`src/include/tsc_pkg.sv`:
```
// constants and types for the traction stop and consist error block
package tsc_pkg;
    // command headers and power data bytes taken from a polled device
    localparam logic [7:0] HDR_ACK = 8'h20;
    localparam logic [7:0] HDR_POWER = 8'h21;
    localparam logic [7:0] PWR_ON_DATA = 8'h81;
    localparam logic [7:0] PWR_OFF_DATA = 8'h80;
    localparam logic [7:0] HDR_STOP_ALL = 8'h80;
    localparam logic [7:0] HDR_STOP1_OLD = 8'h91;
    localparam logic [7:0] HDR_STOP1_NEW = 8'h92;
    localparam logic [3:0] HDR_MSTOP_HI = 4'h9;
    // consist error responses
    localparam logic [7:0] HDR_ERR_OLD = 8'h61;
    localparam logic [7:0] HDR_ERR_NEW = 8'hE1;
    localparam logic [7:0] ERR_ID_BASE = 8'h80;
    localparam logic [3:0] CODE3_OFFSET = 4'h2;
    localparam logic [3:0] ERR4_NOT_HELD = 4'h1;
    localparam logic [3:0] ERR4_HELD_ELSEWHERE = 4'h2;
    localparam logic [3:0] ERR4_IN_OTHER = 4'h3;
    localparam logic [3:0] ERR4_SPEED = 4'h4;
    localparam logic [3:0] ERR4_NOT_MULTI = 4'h5;
    localparam logic [3:0] ERR4_NOT_BASE = 4'h6;
    localparam logic [3:0] ERR4_NO_DELETE = 4'h7;
    localparam logic [3:0] ERR4_STACK_FULL = 4'h8;
    localparam logic [3:0] ERR4_NOT_FOUND = 4'h9;
    localparam logic [3:0] ERR4_ADDR_IN_USE = 4'hA;
    // locomotive address limits and message data length
    localparam logic [7:0] MAX_SHORT_ADDR = 8'h63;
    localparam logic [13:0] MAX_LONG_ADDR = 14'h270F;
    localparam int MAX_DATA = 15;
    // reset values
    localparam logic RST_TRACK_ON = 1'b1;
    localparam logic RST_ESTOP = 1'b0;

    typedef enum logic [3:0] {
        RX_HDR = 4'b0001,
        RX_DATA = 4'b0010,
        RX_CHK = 4'b0100,
        RX_WALK = 4'b1000
    } tsc_rx_e;

    typedef enum logic [3:0] {
        TX_IDLE = 4'b0001,
        TX_HDR = 4'b0010,
        TX_DAT = 4'b0100,
        TX_CHK = 4'b1000
    } tsc_tx_e;
endpackage

```
`src/rtl/tsc_traction_cmd.sv`:
```
// command station side: stop/power command decoder and consist error sender
`timescale 1ns/1ns
`default_nettype none

module tsc_traction_cmd
    import tsc_pkg::*;
(
    input wire logic mclk,
    input wire logic rst_b,
    input wire logic rev3_mode,
    input wire logic poll_start,
    input wire logic poll_is_ack,
    input wire logic rx_valid,
    input wire logic [7:0] rx_byte,
    input wire logic consist_fail,
    input wire logic [3:0] error_code4,
    input wire logic tx_ready,
    output logic tx_valid,
    output logic [7:0] tx_byte,
    output logic poll_hold,
    output logic ack_retry,
    output logic track_on,
    output logic estop_all,
    output logic stop_all,
    output logic stop_loco,
    output logic [13:0] stop_addr,
    output logic bc_all_on,
    output logic bc_all_off
);

    typedef struct packed {
        tsc_rx_e rx_st;
        tsc_tx_e tx_st;
        logic cmd_open;
        logic [7:0] hdr;
        logic [7:0] chk;
        logic [3:0] cnt;
        logic [3:0] idx;
        logic [MAX_DATA-1:0][7:0] data;
        logic err_new;
        logic [7:0] err_data;
        logic tx_valid;
        logic [7:0] tx_byte;
        logic poll_hold;
        logic ack_retry;
        logic track_on;
        logic estop_all;
        logic on_pend;
        logic stop_all;
        logic stop_loco;
        logic [13:0] stop_addr;
        logic bc_all_on;
        logic bc_all_off;
    } tsc_state_s;

    tsc_state_s s;
    tsc_state_s next_s;
    logic [13:0] long_addr;
    logic [3:0] code3;
    logic rx_take;

    assign long_addr = {s.data[0][5:0], s.data[1]};
    assign code3 = error_code4 + CODE3_OFFSET;
    // a byte that the open turn will take; a poll in the same cycle wins
    assign rx_take = rx_valid && s.cmd_open && !poll_start;

    always_comb begin
        next_s = s;
        next_s.stop_all = 1'b0;
        next_s.stop_loco = 1'b0;
        next_s.bc_all_on = 1'b0;
        next_s.bc_all_off = 1'b0;

        // a fresh poll abandons any half message and opens one turn
        if (poll_start) begin
            next_s.cmd_open = 1'b1;
            if (next_s.rx_st != RX_WALK) begin
                next_s.rx_st = RX_HDR;
            end
            if (poll_is_ack) begin
                next_s.ack_retry = 1'b1;
            end
        end else if (rx_valid && s.cmd_open) begin
            unique case (s.rx_st)
                RX_HDR: begin
                    next_s.hdr = rx_byte;
                    next_s.chk = rx_byte;
                    next_s.cnt = rx_byte[3:0];
                    next_s.idx = 4'h0;
                    next_s.rx_st = (rx_byte[3:0] == 4'h0) ? RX_CHK : RX_DATA;
                end
                RX_DATA: begin
                    next_s.data[s.idx] = rx_byte;
                    next_s.chk = s.chk ^ rx_byte;
                    next_s.idx = s.idx + 4'h1;
                    if (s.idx == s.cnt - 4'h1) begin
                        next_s.rx_st = RX_CHK;
                    end
                end
                RX_CHK: begin
                    // the turn is used up even by a corrupted message
                    next_s.cmd_open = 1'b0;
                    next_s.rx_st = RX_HDR;
                    if (rx_byte == s.chk) begin
                        if (s.hdr == HDR_ACK) begin
                            next_s.ack_retry = 1'b0;
                        end else if (s.hdr == HDR_POWER && s.data[0] == PWR_ON_DATA) begin
                            next_s.track_on = 1'b1;
                            next_s.estop_all = 1'b0;
                            next_s.on_pend = 1'b1;
                        end else if (s.hdr == HDR_POWER && s.data[0] == PWR_OFF_DATA) begin
                            next_s.track_on = 1'b0;
                            next_s.bc_all_off = 1'b1;
                        end else if (s.hdr == HDR_STOP_ALL) begin
                            next_s.estop_all = 1'b1;
                            next_s.stop_all = 1'b1;
                        end else if (s.hdr == HDR_STOP1_NEW && rev3_mode) begin
                            if (long_addr <= MAX_LONG_ADDR) begin
                                next_s.stop_loco = 1'b1;
                                next_s.stop_addr = long_addr;
                            end
                        end else if (s.hdr == HDR_STOP1_OLD) begin
                            if (s.data[0] <= MAX_SHORT_ADDR) begin
                                next_s.stop_loco = 1'b1;
                                next_s.stop_addr = {6'h00, s.data[0]};
                            end
                        end else if (s.hdr[7:4] == HDR_MSTOP_HI && s.cnt != 4'h0
                                     && !rev3_mode) begin
                            next_s.idx = 4'h0;
                            next_s.rx_st = RX_WALK;
                        end
                    end
                end
                RX_WALK: begin
                end
                default: begin
                    next_s.rx_st = RX_HDR;
                end
            endcase
        end

        // multi stop: one locomotive per cycle, out-of-range ones skipped
        if (s.rx_st == RX_WALK) begin
            if (s.data[s.idx] <= MAX_SHORT_ADDR) begin
                next_s.stop_loco = 1'b1;
                next_s.stop_addr = {6'h00, s.data[s.idx]};
            end
            next_s.idx = s.idx + 4'h1;
            if (s.idx == s.cnt - 4'h1) begin
                next_s.rx_st = RX_HDR;
            end
        end

        // broadcast follows the restored voltage by one cycle
        if (s.on_pend && s.track_on) begin
            next_s.on_pend = 1'b0;
            next_s.bc_all_on = 1'b1;
        end

        // error reply: a second failure while one is in flight is dropped
        unique case (s.tx_st)
            TX_IDLE: begin
                if (consist_fail) begin
                    next_s.err_new = rev3_mode;
                    if (rev3_mode && error_code4 >= ERR4_NOT_HELD
                        && error_code4 <= ERR4_ADDR_IN_USE) begin
                        next_s.err_data = ERR_ID_BASE | {4'h0, error_code4};
                        next_s.tx_byte = HDR_ERR_NEW;
                        next_s.tx_valid = 1'b1;
                        next_s.poll_hold = 1'b1;
                        next_s.tx_st = TX_HDR;
                    end else if (!rev3_mode && error_code4 >= ERR4_NOT_HELD
                                 && error_code4 <= ERR4_SPEED) begin
                        next_s.err_data = ERR_ID_BASE | {5'h00, code3[2:0]};
                        next_s.tx_byte = HDR_ERR_OLD;
                        next_s.tx_valid = 1'b1;
                        next_s.poll_hold = 1'b1;
                        next_s.tx_st = TX_HDR;
                    end
                end
            end
            TX_HDR: begin
                if (tx_ready) begin
                    next_s.tx_byte = s.err_data;
                    next_s.tx_st = TX_DAT;
                end
            end
            TX_DAT: begin
                if (tx_ready) begin
                    next_s.tx_byte = (s.err_new ? HDR_ERR_NEW : HDR_ERR_OLD) ^ s.err_data;
                    next_s.tx_st = TX_CHK;
                end
            end
            TX_CHK: begin
                if (tx_ready) begin
                    next_s.tx_valid = 1'b0;
                    next_s.poll_hold = 1'b0;
                    next_s.tx_byte = 8'h00;
                    next_s.tx_st = TX_IDLE;
                end
            end
            default: begin
                next_s.tx_st = TX_IDLE;
            end
        endcase
    end

    always_ff @(posedge mclk) begin
        if (!rst_b) begin
            s <= '0;
            s.rx_st <= RX_HDR;
            s.tx_st <= TX_IDLE;
            s.track_on <= RST_TRACK_ON;
            s.estop_all <= RST_ESTOP;
        end else begin
            s <= next_s;
        end
    end

    // every output is a field of the registered state
    assign tx_valid = s.tx_valid;
    assign tx_byte = s.tx_byte;
    assign poll_hold = s.poll_hold;
    assign ack_retry = s.ack_retry;
    assign track_on = s.track_on;
    assign estop_all = s.estop_all;
    assign stop_all = s.stop_all;
    assign stop_loco = s.stop_loco;
    assign stop_addr = s.stop_addr;
    assign bc_all_on = s.bc_all_on;
    assign bc_all_off = s.bc_all_off;
endmodule

`default_nettype wire

```
`config.mk`:
```
export PLATFORM = sky130hd
export DESIGN_NAME = tsc_traction_cmd
export DESIGN_NICKNAME = d
export VERILOG_FILES = /design/src/include/tsc_pkg.sv /design/src/rtl/tsc_traction_cmd.sv
export SDC_FILE = /design/constraint.sdc
export NUM_CORES = 1
export LEC_CHECK = 0
export ABC_AREA = 1
export BUFFER_PORTS_ARGS = -buffer_cell sky130_fd_sc_hd__buf_2
export CELL_PAD_IN_SITES_DETAIL_PLACEMENT = 0
export CELL_PAD_IN_SITES_GLOBAL_PLACEMENT = 1
export CORE_MARGIN = 2
export CORE_UTILIZATION = 44
export CTS_CLUSTER_SIZE = 8
export DETAILED_ROUTE_END_ITERATION = 16
export PLACE_DENSITY = 0.9
export SLEW_MARGIN = 10
export SYNTH_ARGS = -nofsm -noshare
export SYNTH_HDL_FRONTEND = slang
export SYNTH_SLANG_ARGS = --single-unit
```
`constraint.sdc`:
```
create_clock -name mclk -period 2.8 [get_ports mclk]
set_clock_uncertainty 0.2 [all_clocks]
set_input_delay 0.14 -clock mclk [delete_from_list [all_inputs] [get_ports mclk]]
set_output_delay 0.14 -clock mclk [all_outputs]
set_load 0.02 [all_outputs]
```
---- Yosys cells after proc, flatten, opt, wreduce, memory -nomap -nowiden ----
Index checks and enable logic that the tools add are counted.
word-level totals
  register bits ........................... 194
  output and inout port bits .............. 31
  logic and storage cells ................. 215
cells by class
  $add $sub $neg .......................... 3
  $lt $le $gt $ge ......................... 8
  eq/ne operators ......................... 35
  muxes and demuxes ....................... 81
  bitwise gates (word level) .............. 8
  reductions and logical operators ........ 44
operators by type and width
  operator                                                                           number
  145-bit 2-to-1 mux                                                                 1
  124-bit 2-to-1 mux                                                                 1
  120-bit bitwise mux                                                                1
  120-bit 2-to-1 mux                                                                 1
  15-bit 2-to-1 mux                                                                  8
  4-bit 2-to-1 mux                                                                   30
  20-bit 2-to-1 mux                                                                  3
  8-bit 2-to-1 mux                                                                   6
  8-bit == test (second input constant)                                              5
  18-bit 2-to-1 mux                                                                  2
  8-bit binary-select mux with 4-bit select                                          1
  8-bit demux with 4-bit select                                                      1
  16-bit 2-to-1 mux                                                                  2
  4-bit one-hot mux with 4 select lines                                              2
  8-bit one-hot mux with 4 select lines                                              1
  3-bit inequality test (second input constant)                                      9
  10-bit 2-to-1 mux                                                                  2
  2-bit nonzero test                                                                 10
  19-bit 2-to-1 mux                                                                  1
  6-bit AND reduction                                                                3
  8-bit by 6-bit == test with 1-bit output (second input constant)                   2
  8-bit by 7-bit less-or-equal comparator with 1-bit output (second input constant)  2
  8-bit one-hot mux with 2 select lines                                              1
  8-bit bitwise XOR                                                                  2
  36 further kinds                                                                   82

---- Longest topological paths before layout ----
  depth in word-level cells ............... 16
  mapped depth ............................ 13
  mapped depth without buffers ............ 13

---- Least setup slack after synthesis ----
No wires, ideal clock.
  path type ............................... reg-to-reg
  from .................................... register s[161] (netlist bit)
  to ...................................... register with a tool-made name
  setup time .............................. 0.128 ns
  data arrival time ....................... 1.683 ns
  data required time ...................... 2.472 ns
  slack ................................... 0.788 ns
  cell stages (with the launch flop) ...... 11
  path buffers ............................ 3
  period minus slack after synthesis ...... 2.012 ns
  path through ............................ dfxtp_1 > inv_2 > buf_2 > buf_2 > ha_1 > inv_1 > nor2_4 > nand2_1 > clkbuf_1 > o21ai_0 > a21oi_1
RTL lines
  element                 line                     RTL
  from (decl)             tsc_traction_cmd.sv:56   tsc_state_s s;
  from (signal assigned)  tsc_traction_cmd.sv:216  s <= next_s;

---- Worst setup path in the final report ----
  from .................................... input rx_byte[2]
  to ...................................... register s, in the netlist stop_addr[3]
on the way
  cells in the longest elaborated chain, start to end .. 7
RTL lines
  element                line                     RTL
  from (decl)            tsc_traction_cmd.sv:14   input wire logic [7:0] rx_byte,
  8-bit == test (*)      tsc_traction_cmd.sv:104  if (rx_byte == s.chk) begin
  20-bit 2-to-1 mux (*)  tsc_traction_cmd.sv:104
  20-bit 2-to-1 mux (*)  tsc_traction_cmd.sv:84   unique case (s.rx_st)
  20-bit 2-to-1 mux (*)  tsc_traction_cmd.sv:83   end else if (rx_valid && s.cmd_open) begin
  15-bit 2-to-1 mux (*)  tsc_traction_cmd.sv:75   if (poll_start) begin
  15-bit 2-to-1 mux      tsc_traction_cmd.sv:144  if (s.data[s.idx] <= MAX_SHORT_ADDR) begin
  15-bit 2-to-1 mux (*)  tsc_traction_cmd.sv:143  if (s.rx_st == RX_WALK) begin
Mark *: on every way between the ends. The rest lies on a longest branch, timed or not. The select of a mux whose other input is x is not followed.
A chain may end at the register's enable or synchronous reset.

==> impl_metrics.ini <==
[route]
ant_nets = 0
via_count = 8396
drc = 0
dr.pass1.iters = 6
post_drt_wl_per_cell_um = 14.7
vias_per_cell = 5.11
drt_iter0_markers = 722
routed_wl_mm = 24.1

[global_route]
grt_pass1_wl_mm = 39.4
grt_use_total_pct = 22.4
grt_max_degree = 101
grt.overflow.total = 0
antenna_found_initial = 0
grt_pass1_vias = 7570

[logic_synthesis]
synthTopCellsByCount = 280 x nand2_1, 194 x a21oi_1, 184 x dfxtp_1, 176 x inv_1, 156 x o21ai_0
yosys.area_share.simple_pct = 23.2
synth_fa_ha_area_share_pct = 1.22
netlist.area_leader.share_pct = 40.0
syn_inst = 1354
yosys_warnings = 0
ys_seq_area_share_pct = 40.0
ys.flop_type = dfxtp_1
synth_nets = 1383
async_reset_ff_share_pct = 0
ys_top_cells_by_area = dfxtp_1 40%, nand2_1 11%, a21oi_1 11%
ys_ff_latch = 184
syn-mean-instance-area_um2 = 6.79
synth.area.mux_share_pct = 0
synth_edf_count = 0
synth_xor_area_share_pct = 1.12
synth_top_family_by_area = simple AND/OR/NAND/NOR gates
synth.most_common_cell = nand2_1
synth_compound_area_share_pct = 20.5
syn-cell-area_mm2 = 0.00920
yosysUniqueCellTypes = 38
yosysTopAreaCell = dfxtp_1

[sta]
hold_viol = 0
drv_slew = 0
tightest_slew_ns = 0.876
period_share_pct = 85.7
setup_viol = 0
maxSlewHeadroom_pct = 41.6
min_period_ns = 2.40
setup-tns-final_ns = 0
setup_ws_ns = 0.400
rsz0062_at_grt = false
clock.fmax_ghz = 0.417

[floorplanning]
num_rows = 52
dieArea_mm2 = 0.0221
die_h_um = 149
start_util_pct = 45.2
io_pins = 51
die_w_um = 149
core_area_mm2 = 0.0204

[final_layout]
multi_input_area_mm2 = 0.00424
ff_latch_area_mm2 = 0.00368
diodes = 0
drive_above_1_share_pct = 10.6
final_cell_count_no_fill = 1643
syn2layout_area_growth_pct = 10.7
n_fill_cell = 2096
postLayoutCellArea_mm2 = 0.0102
final_nets = 1390

[critical_path]
reg2reg_slack_ns = 0.53
cp.required_ns = 2.97
ff2ff_path_depth = 14
cp.arrival_ns = 2.57
r2r_start = s[161]$_SDFFE_PN0P_
worst-setup-path-type = in -> reg
cp_max_fo = 19
crit_path_start_kind = primary input
end_kind = flop
r2r_end = stop_addr[12]$_SDFF_PN0_

[outcome]
status = finished, final reports clean

[power_and_ir_drop]
p_leak_nw = 4.25
irDropWorstVdd_mv = 0.279
power_mw = 5.59
p_per_area_mw_per_mm2 = 549

[clocking]
cts-resized-gates = 0
cts_root_buf = clkbuf_16
numCtsBuffers = 17
post-cts-setup-buffers = 0
cts_hold_buf = 20
htreeDepth = 4
clk_pin_slew_ns = 0.07
cts_sinks = 184
cts_buffer_depth = 2
cts_tree = built
clkLatencyLatePin_ns = 0.43

[placed_design]
place_ws_ns = 0.528
dpl-instance-area_mm2 = 0.00939
dp_hpwl_mm = 16.0
port-buffer-count = 49
dp.cells = 1592
gp_congestion = 0.858

[worst_hold_path]
hold_class = in -> reg
holdCritStartpoint = rx_byte[5]
worstHoldPathCells = 3

[job]
maxCapViolCount = 0
worst max-delay path, stage by stage:
cell	delay (ns)
dlygate4sd3_1	0.52
buf_2	0.44
nand2_1	0.09
nand2_1	0.11
nand2_1	0.07
nor2_2	0.18
nand3_2	0.16
nor2_8	0.26
nand3_4	0.24
nand2_1	0.12
nand3_1	0.07
a21oi_1	0.14
where the power goes:
group | total (mW) | internal, mW | switching (mW)
Combinational | 0.469 | 0.152 | 0.317
Clock | 2.45 | 1.37 | 1.07
Sequential | 2.67 | 2.65 | 0.0217
worst max path at each step:
stage,startpoint,to,cells after the start
finish,rx_byte[2],stop_addr[3]$_SDFF_PN0_,12
global route,rx_byte[2],stop_addr[1]$_SDFF_PN0_,12
CTS,rx_byte[2],stop_addr[2]$_SDFF_PN0_,12
detailed placement,rx_byte[2],stop_addr[2]$_SDFF_PN0_,11
global placement,rx_byte[2],stop_addr[1]$_SDFF_PN0_,11
floorplan,s[161]$_SDFFE_PN0P_,flop,10
kinds of logic (layout without fill, tap and decap cells):
group,Yosys count,in the layout
fa+ha+maj,9,9
xor+xnor,10,10
simple gates,485,485
other cells,1,1
compound gates,371,371
buf+inv,294,313
flops,184,184
metrics by stage:
step | util [%] | hold slack, ns
floorplan | - | 0.0408
global placement | 46.1 | 0.143
detailed placement | 46.1 | 0.151
CTS | 50.0 | 0.0243
global route | 50.0 | 0.0704
finish | 50.0 | 0.0555
layer usage:
| metal | up-vias | wire length (um) | global-route usage [%] |
|---|---|---|---|
| li1 | 4359 | - | - |
| met4 | 0 | 240 | 4.52 |
| met5 | - | 0 | 0 |
| met2 | 201 | 10500 | 33.7 |
| met3 | 18 | 1440 | 4.39 |
| met1 | 3818 | 12000 | 33.4 |
area by class of cell:
cell class | count | area share (%)
clock buffer | 19 | 4.45
clock inverter | 12 | 1.36
inverter | 195 | 7.19
multi-input combinational | 876 | 41.6
sequential | 184 | 36.2
tap | 270 | 3.32
timing repair buffer | 87 | 5.85
placed cells by master, fill, tap and decap left out, types with 18 or more instances in the layout:
master	count
a21oi_1	194
buf_2	48
buf_4	18
dfxtp_1	183
dlygate4sd3_1	20
inv_1	176
nand2_1	280
nand3_1	84
nand4_1	19
nor2_1	63
o21ai_0	156
No activity file was read; power rests on OpenSTA's default activity.
